--- config.mk ---
export PLATFORM = sky130hd
export DESIGN_NAME = e1_sa_select_loop
export DESIGN_NICKNAME = d
export VERILOG_FILES = /design/src/design/e1_sa_pkg.sv /design/src/design/e1_sa_select_loop.sv /design/src/design/bit_sync2.sv /design/src/design/pattern_run_counter.sv
export VERILOG_INCLUDE_DIRS = /design/src /design/src/design
export SDC_FILE = /design/constraint.sdc
export NUM_CORES = 1
export LEC_CHECK = 0
export BUFFER_PORTS_ARGS = -buffer_cell sky130_fd_sc_hd__buf_2
export CAP_MARGIN = 20
export CORE_ASPECT_RATIO = 0.5
export CORE_MARGIN = 5
export CORE_UTILIZATION = 37
export DETAILED_ROUTE_END_ITERATION = 8
export MAX_ROUTING_LAYER = met4
export PLACE_DENSITY_LB_ADDON = 0.1
export RECOVER_POWER = 25
export SETUP_SLACK_MARGIN = 0.02
export SYNTH_ARGS = -nofsm -noshare
export SYNTH_HDL_FRONTEND = slang
export SYNTH_SLANG_ARGS = --single-unit
export TNS_END_PERCENT = 50
--- constraint.sdc ---
create_clock -name clk -period 3.3 [get_ports clk]
set_input_delay 0.33 -clock clk [delete_from_list [all_inputs] [get_ports clk]]
set_output_delay 0.33 -clock clk [all_outputs]
set_load 0.005 [all_outputs]
--- src/design/e1_sa_consts.svh ---
// Register map, field positions and pattern constants of the national bit block
`ifndef E1_SA_CONSTS_SVH
`define E1_SA_CONSTS_SVH

// ----------------------------------------
// Register indices (byte address = index * 4)
// ----------------------------------------
`define IDX_DEFECT 10'h12b
`define IDX_SEL 10'h130
`define IDX_SA4 10'h133
`define IDX_SA8 10'h137
`define IDX_STATUS 10'h138
`define IDX_OCTETS 10'h139

// ----------------------------------------
// Reset values
// ----------------------------------------
`define SEL_RST 8'h00
`define DEFECT_RST 8'h80
`define SA_REG_RST 8'hff

// ----------------------------------------
// Select register fields
// ----------------------------------------
`define BIT_LBR 0
`define BIT_LB2 1
`define BIT_LB1 2
`define BIT_SEL_SA5 4
`define BIT_SEL_SA6 5

// ----------------------------------------
// Positions inside time slot 0 of an NFAS frame
// ----------------------------------------
`define POS_A 3'h2
`define POS_SA4 3'h3
`define POS_SA5 3'h4
`define POS_SA6 3'h5
`define POS_SA8 3'h7
`define OCTET_LAST 3'h7

// ----------------------------------------
// Monitored patterns and run length
// ----------------------------------------
`define PAT_ZERO 8'h00
`define PAT_ONES 8'hff
`define PAT_ALT 8'haa
`define LOOP_COUNT 8
`define CNT_W 4

// ----------------------------------------
// Bus answers
// ----------------------------------------
`define RESP_OKAY 2'h0
`define RESP_SLVERR 2'h2

`endif

--- src/design/e1_sa_pkg.sv ---
// Types shared by the national bit select and auto loopback block
package e1_sa_pkg;

   // ----------------------------------------
   // AXI4-Lite request and response bundles
   // ----------------------------------------
   typedef struct packed {
      logic awvalid;
      logic [11:0] awaddr;
      logic wvalid;
      logic [31:0] wdata;
      logic [3:0] wstrb;
      logic bready;
      logic arvalid;
      logic [11:0] araddr;
      logic rready;
   } axi_req_s;

   typedef struct packed {
      logic awready;
      logic wready;
      logic bvalid;
      logic [1:0] bresp;
      logic arready;
      logic rvalid;
      logic [31:0] rdata;
      logic [1:0] rresp;
   } axi_rsp_s;

   // ----------------------------------------
   // Frame position from the transmit framer timing
   // ----------------------------------------
   typedef struct packed {
      logic in_ts0;
      logic nfas;
      logic [2:0] ts0_bit;
      logic [2:0] nfas_index;
   } frame_pos_s;

   // ----------------------------------------
   // Loopback state
   // ----------------------------------------
   typedef enum logic [1:0] {
      LOOP_OFF = 2'b01,
      LOOP_ON = 2'b10
   } loop_state_e;

endpackage

--- src/design/e1_sa_select_loop.sv ---
// National bit source select and automatic local loopback for the E1 transmit path
//
// Behaviour
// - Select bit 7 picks Sa8 source.
// - Select bit 6 picks Sa7 source.
// - Select bit 5 picks Sa6 source.
// - Select bit 4 picks Sa5 source.
// - Select bit 3 picks Sa4 source.
// - Pattern one, eight octets, enters loopback.
// - Pattern two, eight octets, enters loopback.
// - Sa5, Sa6 zero eight octets releases.
// - Auto loopback needs Sa5, Sa6 from input.
`timescale 1ns/1ps
`include "e1_sa_consts.svh"
module e1_sa_select_loop (
   // Clock and reset
   input wire logic clk,
   input wire logic rstn,
   // Register bus
   input wire e1_sa_pkg::axi_req_s axi_req,
   output e1_sa_pkg::axi_rsp_s axi_rsp,
   // Frame timing from the transmit framer
   input wire logic bit_strobe,
   input wire e1_sa_pkg::frame_pos_s frame_pos,
   // Backplane serial data
   input wire logic tx_serial_input,
   // Line side serial data
   output logic tx_serial_out,
   output logic tx_out_strobe,
   // Loopback and defect control
   output logic local_loop_en,
   output logic defect_detect_on
);
   import e1_sa_pkg::*;

   // ----------------------------------------
   // Declarations
   // ----------------------------------------
   localparam int NSA = 5;
   localparam int NPAT = 3;

   logic ser_sync;
   logic strobe_p1_q;
   logic strobe_p2_q;
   frame_pos_s pos_p1_q;
   frame_pos_s pos_p2_q;

   logic [7:0] sel_q;
   logic [7:0] defect_q;
   logic [7:0] sa_tx_q [NSA];

   logic aw_held_q;
   logic [11:0] aw_addr_q;
   logic w_held_q;
   logic [31:0] w_data_q;
   logic [3:0] w_strb_q;
   logic bvalid_q;
   logic [1:0] bresp_q;
   logic rvalid_q;
   logic [31:0] rdata_q;
   logic [1:0] rresp_q;

   logic wr_fire;
   logic [9:0] wr_idx;
   logic wr_ok;
   logic rd_fire;
   logic [9:0] rd_idx;
   logic [31:0] rd_data;
   logic rd_ok;

   logic [7:0] sa5_oct_q;
   logic [7:0] sa6_oct_q;
   logic [7:0] a_oct_q;
   logic [23:0] last_oct_q;
   logic nfas_bit;
   logic octet_done;
   logic src_ok;
   logic [NPAT-1:0] pat_match;
   logic [NPAT-1:0] pat_en;
   logic [NPAT-1:0] pat_reached;
   logic [`CNT_W-1:0] pat_cnt [NPAT];

   loop_state_e state_q;
   loop_state_e state_d;

   logic ins_slot;
   logic [2:0] sa_n;
   logic out_bit;
   logic out_bit_q;
   logic out_strobe_q;

   // ----------------------------------------
   // Backplane input and timing alignment
   // ----------------------------------------

   // Serial pin crosses into the framer clock through two stages
   bit_sync2 #(
      .W(1)
   ) u_ser_sync (
      .clk(clk),
      .rstn(rstn),
      .async_in(tx_serial_input),
      .sync_out(ser_sync)
   );

   // Timing is delayed by the same two cycles as the data
   always_ff @(posedge clk) begin
      if (!rstn) begin
         strobe_p1_q <= 1'b0;
         strobe_p2_q <= 1'b0;
         pos_p1_q <= '0;
         pos_p2_q <= '0;
      end else begin
         strobe_p1_q <= bit_strobe;
         strobe_p2_q <= strobe_p1_q;
         pos_p1_q <= frame_pos;
         pos_p2_q <= pos_p1_q;
      end
   end

   assign nfas_bit = strobe_p2_q && pos_p2_q.in_ts0 && pos_p2_q.nfas;

   // ----------------------------------------
   // Register bus, write side
   // ----------------------------------------

   // Address and data are taken in either order and held
   always_ff @(posedge clk) begin
      if (!rstn) begin
         aw_held_q <= 1'b0;
         aw_addr_q <= '0;
      end else if (axi_req.awvalid && !aw_held_q) begin
         aw_held_q <= 1'b1;
         aw_addr_q <= axi_req.awaddr;
      end else if (wr_fire) begin
         aw_held_q <= 1'b0;
      end
   end

   always_ff @(posedge clk) begin
      if (!rstn) begin
         w_held_q <= 1'b0;
         w_data_q <= '0;
         w_strb_q <= '0;
      end else if (axi_req.wvalid && !w_held_q) begin
         w_held_q <= 1'b1;
         w_data_q <= axi_req.wdata;
         w_strb_q <= axi_req.wstrb;
      end else if (wr_fire) begin
         w_held_q <= 1'b0;
      end
   end

   assign wr_fire = aw_held_q && w_held_q && !bvalid_q;
   assign wr_idx = aw_addr_q[11:2];
   assign wr_ok = (aw_addr_q[1:0] == 2'h0) &&
                  ((wr_idx == `IDX_SEL) || (wr_idx == `IDX_DEFECT) ||
                   ((wr_idx >= `IDX_SA4) && (wr_idx <= `IDX_SA8)) ||
                   (wr_idx == `IDX_STATUS) || (wr_idx == `IDX_OCTETS));

   // Write response; unmapped or misaligned writes answer SLVERR
   always_ff @(posedge clk) begin
      if (!rstn) begin
         bvalid_q <= 1'b0;
         bresp_q <= `RESP_OKAY;
      end else if (wr_fire) begin
         bvalid_q <= 1'b1;
         bresp_q <= wr_ok ? `RESP_OKAY : `RESP_SLVERR;
      end else if (axi_req.bready) begin
         bvalid_q <= 1'b0;
      end
   end

   // Select register steers insertion and the loopback enables
   always_ff @(posedge clk) begin
      if (!rstn) begin
         sel_q <= `SEL_RST;
      end else if (wr_fire && wr_ok && w_strb_q[0] && wr_idx == `IDX_SEL) begin
         sel_q <= w_data_q[7:0];
      end
   end

   // Defect detection enable; reset leaves it set as software should
   always_ff @(posedge clk) begin
      if (!rstn) begin
         defect_q <= `DEFECT_RST;
      end else if (wr_fire && wr_ok && w_strb_q[0] && wr_idx == `IDX_DEFECT) begin
         defect_q <= w_data_q[7:0];
      end
   end

   assign defect_detect_on = defect_q[7];

   // One transmit octet register per national bit Sa4 to Sa8
   for (genvar g = 0; g < NSA; g++) begin : g_sa_reg
      always_ff @(posedge clk) begin
         if (!rstn) begin
            sa_tx_q[g] <= `SA_REG_RST;
         end else if (wr_fire && wr_ok && w_strb_q[0] &&
                      wr_idx == `IDX_SA4 + 10'(g)) begin
            sa_tx_q[g] <= w_data_q[7:0];
         end
      end
   end

   // ----------------------------------------
   // Register bus, read side
   // ----------------------------------------
   assign rd_fire = axi_req.arvalid && !rvalid_q;
   assign rd_idx = axi_req.araddr[11:2];

   // Read mux; reserved bits read as zero
   always_comb begin
      rd_data = '0;
      rd_ok = (axi_req.araddr[1:0] == 2'h0);
      if (rd_idx == `IDX_SEL) begin
         rd_data[7:0] = sel_q;
      end else if (rd_idx == `IDX_DEFECT) begin
         rd_data[7:0] = defect_q;
      end else if (rd_idx >= `IDX_SA4 && rd_idx <= `IDX_SA8) begin
         rd_data[7:0] = sa_tx_q[3'(rd_idx - `IDX_SA4)];
      end else if (rd_idx == `IDX_STATUS) begin
         rd_data[0] = (state_q == LOOP_ON);
         rd_data[7:4] = pat_cnt[0];
         rd_data[11:8] = pat_cnt[1];
         rd_data[15:12] = pat_cnt[2];
      end else if (rd_idx == `IDX_OCTETS) begin
         rd_data[23:0] = last_oct_q;
      end else begin
         rd_ok = 1'b0;
      end
   end

   // Read data is registered and held until rready
   always_ff @(posedge clk) begin
      if (!rstn) begin
         rvalid_q <= 1'b0;
         rdata_q <= '0;
         rresp_q <= `RESP_OKAY;
      end else if (rd_fire) begin
         rvalid_q <= 1'b1;
         rdata_q <= rd_ok ? rd_data : '0;
         rresp_q <= rd_ok ? `RESP_OKAY : `RESP_SLVERR;
      end else if (axi_req.rready) begin
         rvalid_q <= 1'b0;
      end
   end

   assign axi_rsp.awready = !aw_held_q;
   assign axi_rsp.wready = !w_held_q;
   assign axi_rsp.bvalid = bvalid_q;
   assign axi_rsp.bresp = bresp_q;
   assign axi_rsp.arready = !rvalid_q;
   assign axi_rsp.rvalid = rvalid_q;
   assign axi_rsp.rdata = rdata_q;
   assign axi_rsp.rresp = rresp_q;

   // ----------------------------------------
   // Pattern monitor on the backplane input
   // ----------------------------------------

   // Shift in A, Sa5 and Sa6 of each NFAS frame, oldest bit first
   always_ff @(posedge clk) begin
      if (!rstn) begin
         a_oct_q <= '0;
         sa5_oct_q <= '0;
         sa6_oct_q <= '0;
      end else if (nfas_bit) begin
         if (pos_p2_q.ts0_bit == `POS_A) begin
            a_oct_q <= {a_oct_q[6:0], ser_sync};
         end
         if (pos_p2_q.ts0_bit == `POS_SA5) begin
            sa5_oct_q <= {sa5_oct_q[6:0], ser_sync};
         end
         if (pos_p2_q.ts0_bit == `POS_SA6) begin
            sa6_oct_q <= {sa6_oct_q[6:0], ser_sync};
         end
      end
   end

   // An octet closes at the last national bit of the eighth NFAS frame
   assign octet_done = nfas_bit && pos_p2_q.ts0_bit == `POS_SA8 &&
                       pos_p2_q.nfas_index == `OCTET_LAST;

   // Keep the last full octets for software to inspect
   always_ff @(posedge clk) begin
      if (!rstn) begin
         last_oct_q <= '0;
      end else if (octet_done) begin
         last_oct_q <= {a_oct_q, sa6_oct_q, sa5_oct_q};
      end
   end

   // Patterns only mean something when Sa5 and Sa6 come from the pin
   assign src_ok = !sel_q[`BIT_SEL_SA5] && !sel_q[`BIT_SEL_SA6];

   assign pat_match[0] = sa5_oct_q == `PAT_ZERO && sa6_oct_q == `PAT_ONES &&
                         a_oct_q == `PAT_ONES;
   assign pat_match[1] = sa5_oct_q == `PAT_ZERO && sa6_oct_q == `PAT_ALT &&
                         a_oct_q == `PAT_ONES;
   assign pat_match[2] = sa5_oct_q == `PAT_ZERO &&
                         sa6_oct_q == `PAT_ZERO;
   assign pat_en[0] = sel_q[`BIT_LB1];
   assign pat_en[1] = sel_q[`BIT_LB2];
   assign pat_en[2] = sel_q[`BIT_LBR];

   // One run counter per pattern; disabled counters stay at zero
   for (genvar p = 0; p < NPAT; p++) begin : g_pat
      pattern_run_counter #(
         .CNT_W(`CNT_W),
         .TARGET(`LOOP_COUNT)
      ) u_run (
         .clk(clk),
         .rstn(rstn),
         .clear(!pat_en[p] || !src_ok),
         .step(octet_done),
         .match(pat_match[p]),
         .cnt_q(pat_cnt[p]),
         .reached(pat_reached[p])
      );
   end

   // ----------------------------------------
   // Local loopback state
   // ----------------------------------------

   // Clearing both activation enables also drops the loop so software
   // is never stuck in loopback without a release pattern
   always_comb begin
      state_d = state_q;
      unique case (state_q)
         LOOP_OFF: begin
            if (pat_reached[0] || pat_reached[1]) begin
               state_d = LOOP_ON;
            end
         end
         LOOP_ON: begin
            if (pat_reached[2]) begin
               state_d = LOOP_OFF;
            end else if (!pat_en[0] && !pat_en[1]) begin
               state_d = LOOP_OFF;
            end
         end
         default: state_d = LOOP_OFF;
      endcase
   end

   always_ff @(posedge clk) begin
      if (!rstn) begin
         state_q <= LOOP_OFF;
      end else begin
         state_q <= state_d;
      end
   end

   assign local_loop_en = (state_q == LOOP_ON);

   // ----------------------------------------
   // National bit insertion
   // ----------------------------------------

   // Sa4..Sa8 sit at ts0 bits 3..7, so the select bit index equals the position
   assign ins_slot = pos_p2_q.in_ts0 && pos_p2_q.nfas &&
                     pos_p2_q.ts0_bit >= `POS_SA4;
   assign sa_n = pos_p2_q.ts0_bit - `POS_SA4;

   // Register octets go out MSB first across the eight NFAS frames
   always_comb begin
      out_bit = ser_sync;
      if (ins_slot && sel_q[pos_p2_q.ts0_bit]) begin
         out_bit = sa_tx_q[sa_n][3'(`OCTET_LAST - pos_p2_q.nfas_index)];
      end
   end

   // Output bit is registered; strobe marks each new line bit
   always_ff @(posedge clk) begin
      if (!rstn) begin
         out_bit_q <= 1'b0;
         out_strobe_q <= 1'b0;
      end else begin
         out_strobe_q <= strobe_p2_q;
         if (strobe_p2_q) begin
            out_bit_q <= out_bit;
         end
      end
   end

   assign tx_serial_out = out_bit_q;
   assign tx_out_strobe = out_strobe_q;

endmodule // e1_sa_select_loop

--- src/design/bit_sync2.sv ---
// Two flip-flop synchroniser for pin inputs
`timescale 1ns/1ps
module bit_sync2 #(
   parameter int W = 1
) (
   // Clock and reset
   input wire logic clk,
   input wire logic rstn,
   // Asynchronous level in, synchronous level out
   input wire logic [W-1:0] async_in,
   output logic [W-1:0] sync_out
);

   logic [W-1:0] meta_q;

   // First stage feeds only the second stage
   always_ff @(posedge clk) begin
      if (!rstn) begin
         meta_q <= '0;
         sync_out <= '0;
      end else begin
         meta_q <= async_in;
         sync_out <= meta_q;
      end
   end

endmodule // bit_sync2

--- src/design/pattern_run_counter.sv ---
// Counts consecutive matching octets and flags a complete run
`timescale 1ns/1ps
`include "e1_sa_consts.svh"
module pattern_run_counter #(
   parameter int CNT_W = `CNT_W,
   parameter int TARGET = `LOOP_COUNT
) (
   // Clock and reset
   input wire logic clk,
   input wire logic rstn,
   // Octet events
   input wire logic clear,
   input wire logic step,
   input wire logic match,
   // Run state
   output logic [CNT_W-1:0] cnt_q,
   output logic reached
);

   localparam logic [CNT_W-1:0] TGT = CNT_W'(TARGET);

   // Saturates at the target so a long run holds the flag
   always_ff @(posedge clk) begin
      if (!rstn || clear) begin
         cnt_q <= '0;
      end else if (step) begin
         if (!match) begin
            cnt_q <= '0;
         end else if (cnt_q != TGT) begin
            cnt_q <= cnt_q + CNT_W'(1);
         end
      end
   end

   assign reached = (cnt_q == TGT);

endmodule // pattern_run_counter

==> results.yml, run 1 <==
status:
  outcome: "finished, final reports clean"
timing:
  hold_violations: 0
  max_freq_mhz: 418
  finalCriticalPeriod_ns: 2.39
  slew_headroom_pct: 8.25
  setup_violations: 0
  final_max_slew_viol_count: 0
  rsz0062_at_grt: "no"
  worst_pin_slew_ns: 1.38
  final.setup.tns_ns: 0
  min_period_over_period_pct: 72.6
  holdWs_ns: 0.0960
  skew_ns: 0.0113
logic_synthesis:
  syn_avg_cell_area_sq_um: 9.44
  synth_cells: 908
  synth_cell_type_count: 63
  ys_ff_latch: 191
  synth_ff_type: "dfxtp_1"
  synth_edf_count: 40
  yosysSeqAreaShare_pct: 49.3
  synth_warnings: 0
  synthArstFlopShare_pct: 0
  synth.cell_area_sq_mm: 0.00857
min_path:
  hold_end: "pos_p1_q[7]$_SDFF_PN0_"
  min_path_type: "in -> reg"
  hp-start: "frame_pos[7]"
  min_path_cells: 2
route:
  wl_per_cell_microns: 16.9
  ant_nets: 0
  drt-vias-per-instance: 5.03
  drt_wl_total_mm: 22.1
  drtIter0Drc: 468
  num_vias: 6578
  first_pass_iters: 5
  drc: 0
global_routing:
  antenna_found_initial: 0
  grt_max_degree: 47
  grt_pass1_vias: 6619
  grt_util_all_layers_pct: 17.4
  grt_pass1_wl_mm: 35.6
  gr-total-overflow: 0
clock_network:
  cts_setup_buffers: 0
  insertion_delay_ns: 0.44
  cts_root_buf: "clkbuf_16"
  cts_buffers: 17
  postCtsResizedCells: 0
  clkTransAtPathRegs_ns: 0.07
  cts.sinks: 191
  cts_buffer_depth: 2
  cts_tree: "built"
  ctsHtreeMaxLevel: 4
  hold_buffers: 0
setup_path:
  critical_path.cell_chain: "nor4b_1 > o2111ai_1 > nor4bb_1 > nand3_1 > or2_2"
  cp-start-kind: "flip-flop"
  critical-path-max-stage-delay_ns: 0.49
  worstPathArrival_ns: 2.58
  r2r_start: "aw_addr_q[1]$_SDFFE_PN0P_"
  path_delay_family: "simple AND/OR/NAND/NOR gates"
  required_ns: 3.49
  end_kind: "flip-flop"
  worstPathMaxFanout: 8
  timing.rr.end: "sa_tx_q[0][6]$_SDFFCE_PN1P_"
  cpMaxStageDelayCell: "nor4bb_1"
  critPathBufInv: 0
  crit_type: "reg -> reg"
  worst-r2r-cell-count: 5
  r2r_setup_slack_ns: 0.91
finish:
  area_growth_syn_to_layout_pct: 15.8
  antenna_cells: 0
  finalNetCount: 1080
  layout_commonest_cell: "dfxtp_1"
  layout_common_cells: "dfxtp_1, nand2_1, a21oi_1"
  drive_gt1_share_pct: 15.8
  n_fill_cell: 2230
floorplanning:
  die_area_sq_mm: 0.0265
  num_rows: 39
  io-pin-count: 122
  initial_utilization_pct: 37.6
  fp.dieH_microns: 118
  core_region_area_sq_mm: 0.0228
  fp.dieW_microns: 225
pwr:
  power.leakage_nw: 3.56
  ir_drop_mv: 0.262
  power_density_mw_per_mm2: 492
job:
  cap_viol_max_count: 0
placement:
  gp_congestion: 0.843
  dpl.hpwl_mm: 16.2
  io_buffer_count: 84
-- power by group --
part	switching (mW)	internal [mW]
Clock	0.890	1.30
Combinational	0.145	0.0956
Sequential	0.0452	2.41
Total	1.08	3.80
-- layer usage --
layer,share of wire (%),GRT usage [%],routed length [microns]
met5,0,-,0
met4,1.9,5.82,417
met3,3.2,4.11,702
met2,47,27.3,10400
met1,48,22.4,10500
-- worst max path at each step --
stage | start | end | cells past startpoint
final | aw_addr_q[1]$_SDFFE_PN0P_ | sa_tx_q[0][6]$_SDFFCE_PN1P_ | 5
after global routing | aw_addr_q[1]$_SDFFE_PN0P_ | sa_tx_q[0][5]$_SDFFCE_PN1P_ | 5
after CTS | aw_addr_q[3]$_SDFFE_PN0P_ | defect_q[6]$_SDFFE_PN0P_ | 5
after detailed placement | axi_req[3] | rresp_q[1]$_SDFFE_PN0P_ | 7
after global placement | axi_req[3] | rresp_q[1]$_SDFFE_PN0P_ | 7
after floorplan | aw_addr_q[3]$_SDFFE_PN0P_ | sa_tx_q[1][0]$_SDFFCE_PN1P_ | 6
-- through the flow --
step	utilization, %	std cells	setup slack [ns]	cell area (sq um)	power, mW
2_1_floorplan	-	917	0.849	8600	2.66
3_3_place_gp	40.9	1276	0.811	9320	2.75
3_5_place_dp	40.9	1276	0.788	9320	2.75
4_1_cts	43.6	1308	0.925	9940	4.95
5_1_grt	43.5	1308	0.628	9920	5.08
6_report	43.5	1308	0.906	9920	4.88
-- logic make-up after synthesis --
family,after synthesis,share of synthesized area (%)
AO/OA/AOI/OAI,151,10.6
XOR/XNOR,5,0.511
adder cells (fa/ha/maj),15,2.19
other,1,0.0438
buffers and inverters,73,3.78
flip-flops,191,49.3
multiplexers,65,9.64
AND/OR/NAND/NOR,407,24.0
-- registers in the layout, indices dropped and copies added (netlist names), 2 cells and up --
name and flops:
a_oct_q 8, aw_addr_q 12, defect_q 8, g_pat.u_run.cnt_q 12, last_oct_q 24, pos_p1_q 8, pos_p2_q 8, rdata_q 24
sa5_oct_q 8, sa6_oct_q 8, sa_tx_q 40, sel_q 8, state_q 2, w_data_q 8
-- cells in the mapped netlist (5+ instances only) --
cell type | count | area share, %
nor2b_1 | 8 | 0.58
or2b_1 | 11 | 0.96
o31ai_1 | 8 | 0.70
mux2i_1 | 51 | 6.0
nand4_1 | 8 | 0.58
a22oi_1 | 16 | 1.4
dfxtp_1 | 151 | 35
o21ai_0 | 24 | 1.4
ha_1 | 15 | 2.2
nor3_1 | 14 | 0.82
nor2_1 | 74 | 3.2
a211oi_1 | 8 | 0.70
edfxtp_1 | 40 | 14
nand3b_1 | 5 | 0.44
and2_1 | 24 | 1.8
nand2b_1 | 33 | 2.4
buf_4 | 12 | 1.1
nand3_1 | 24 | 1.4
a21oi_1 | 76 | 4.4
clkbuf_1 | 33 | 1.4
or2_2 | 11 | 0.80
inv_1 | 19 | 0.83
nand2_1 | 150 | 6.6
nor3b_1 | 6 | 0.53
mux4_2 | 14 | 3.7
-- worst register-to-register path, delay by kind of cell, from the launching register on --
kind / cells / cell delay [ns]
and+or+nand+nor: 4 / 1.58
DFF: 1 / 0.33
AOI/OAI and AO/OA: 1 / 0.23
-- cell type report --
cell class	count	area (sq um)	area share (%)
multi-input cells	653	4060	40.9
clock inverters	9	128	1.29
inverters	20	75.1	0.757
clock buffers	23	499	5.03
repair buffers	105	556	5.60
flip-flops and latches	191	4220	42.6
well taps	307	384	3.87
(Power assumes the default switching activity.)
==> run 2: changes to the inputs <==
Clock period 3.3 ns to 1.9 ns, I/O delays scaled along.
==> run 2 against run 1 <==
The flow now finishes with violations (negative setup slack). Final area rose by 13%. Clock power up 58%. Die area stayed put. Via count is 7.5% higher. Clock skew is 0.0015 ns lower. Wire length is 5.3% higher. Critical path type unchanged. Largest power group unchanged.
==> results.yml, run 2 (synthesis results as in run 1) <==
status:
  outcome: "finished with violations"
  violations: "negative setup slack"
floorplanning:
  fp.dieH_microns: 118
  core_region_area_sq_mm: 0.0228
  initial_utilization_pct: 37.6
  fp.dieW_microns: 225
  num_rows: 39
  io-pin-count: 122
  die_area_sq_mm: 0.0265
finish:
  antenna_cells: 0
  largest_register_ffs: 40
  fin_area_sq_mm: 0.0112
  regMostFlops: "sa_tx_q"
  layout_commonest_cell: "nand2_1"
  finalNetCount: 1192
  area_growth_syn_to_layout_pct: 30.3
  reg.largest.list: "sa_tx_q (40), last_oct_q (24), rdata_q (24)"
  layout_common_cells: "nand2_1, dfxtp_1, buf_4"
  drive_gt1_share_pct: 25.5
  utilization_pct: 49.0
placement:
  io_buffer_count: 84
  gp_congestion: 0.860
  dpl_cell_area_sq_mm: 0.0101
  dpl.hpwl_mm: 17.2
route:
  first_pass_iters: 5
  drtIter0Drc: 453
  drc: 0
  num_vias: 7073
  drt_wl_total_mm: 23.2
  ant_nets: 0
  drt-vias-per-instance: 4.98
  wl_per_cell_microns: 16.4
global_routing:
  grt_pass1_vias: 7034
  antenna_found_initial: 0
  grt_util_all_layers_pct: 18.5
  grt_pass1_wl_mm: 37.7
  grt_max_degree: 41
  gr-total-overflow: 0
pwr:
  p_comb_share_pct: 7.4
  power.net_switching_mw: 1.99
  power.leakage_nw: 4.23
  p_seq_share_pct: 51.1
  intPower_mw: 6.32
  total_power_mw: 8.32
  power_density_mw_per_mm2: 745
  sw_frac_of_total_pct: 24.0
  ir_drop_mv: 0.604
  power_frac_clock_pct: 41.5
setup_path:
  cp-start-kind: "flip-flop"
  required_ns: 2.09
  worstPathArrival_ns: 2.24
  cpMaxStageDelayCell: "dfxtp_2"
  critical-path-max-stage-delay_ns: 0.37
  crit_type: "reg -> reg"
  worstPathMaxFanout: 8
  critical_path.cell_chain: "nor4bb_2 > o2111ai_2 > nand4bb_4 > nor4_2 > buf_4 > or2b_1"
  end_kind: "flip-flop"
  r2r_setup_slack_ns: -0.14
clock_network:
  cts_tree: "built"
  cts.sinks: 191
  ctsHtreeMaxLevel: 4
  cts_buffers: 17
  clkTransAtPathRegs_ns: 0.07
  cts_root_buf: "clkbuf_16"
  cts_buffer_depth: 2
  insertion_delay_ns: 0.45
min_path:
  min_path_type: "in -> reg"
timing:
  final.setup.tns_ns: -8.05
  worst_pin_slew_ns: 0.509
  final_max_slew_viol_count: 0
  rsz0062_at_grt: "yes"
  max_freq_mhz: 490
  hold_violations: 0
  fin_ws_ns: -0.142
  skew_ns: 0.00981
  slew_headroom_pct: 66.0
  min_period_over_period_pct: 107
  setup_violations: 84
  holdWs_ns: 0.102
  finalCriticalPeriod_ns: 2.04
job:
  cap_viol_max_count: 0
-- run 2: worst paths after layout --
check / from / end / depth (start not counted)
worst min register to register: pos_p1_q[3]$_SDFF_PN0_ / pos_p2_q[3]$_SDFF_PN0_ / 1
worst max-delay path: aw_addr_q[10]$_SDFFE_PN0P_ / sa_tx_q[1][0]$_SDFFCE_PN1P_ / 6
worst min-delay path: rstn / pos_p2_q[2]$_SDFF_PN0_ / 2
worst max register to register: aw_addr_q[10]$_SDFFE_PN0P_ / sa_tx_q[1][0]$_SDFFCE_PN1P_ / 6
-- run 2: final cells by class --
class | instances | area (sq um)
Fill cell | 2142 | 11600
Multi-Input combinational cell | 653 | 4320
Sequential cell | 191 | 4240
Timing Repair Buffer | 217 | 1590
Clock buffer | 21 | 482
Tap cell | 307 | 384
Clock inverter | 11 | 78.8
Inverter | 20 | 75.1
-- run 2: critical path: cells and delay by family, from the launching register on --
family,cells,cell delay (ns)
AO/OA/AOI/OAI,1,0.18
buffers and inverters,1,0.18
flip-flops,1,0.37
AND/OR/NAND/NOR,4,1.06
-- run 2: per-layer routing --
layer	global-route usage (%)	vias up	part of all wire [%]
met2	29.5	102	49
met5	-	-	0
met4	5.70	0	1.5
li1	-	3554	-
met3	4.11	25	3.5
met1	23.6	3392	46
-- run 2: per-stage QoR --
step | instances | setup slack [ns]
2_1_floorplan | 917 | -0.160
3_3_place_gp | 1351 | -0.199
3_5_place_dp | 1351 | -0.243
4_1_cts | 1420 | -0.158
5_1_grt | 1420 | -0.208
6_report | 1420 | -0.142
-- run 2: power by group through the flow --
stage	Sequential [mW]	Combinational (mW)	Clock, mW
after floorplan	4.32	0.313	0
after global placement	4.34	0.536	0
after detailed placement	4.34	0.540	0
after CTS	4.25	0.616	3.54
after global routing	4.26	0.676	3.70
final	4.25	0.612	3.45
-- run 2: repair_timing --
item                       4_1_cts  5_1_grt
pin swaps                       14        4
gates cloned                     0        0
resized for setup               31       11
setup endpoints to repair      105      105
buffers inserted                 2        0
hold endpoints to repair        35        0
hold buffers                    35        0
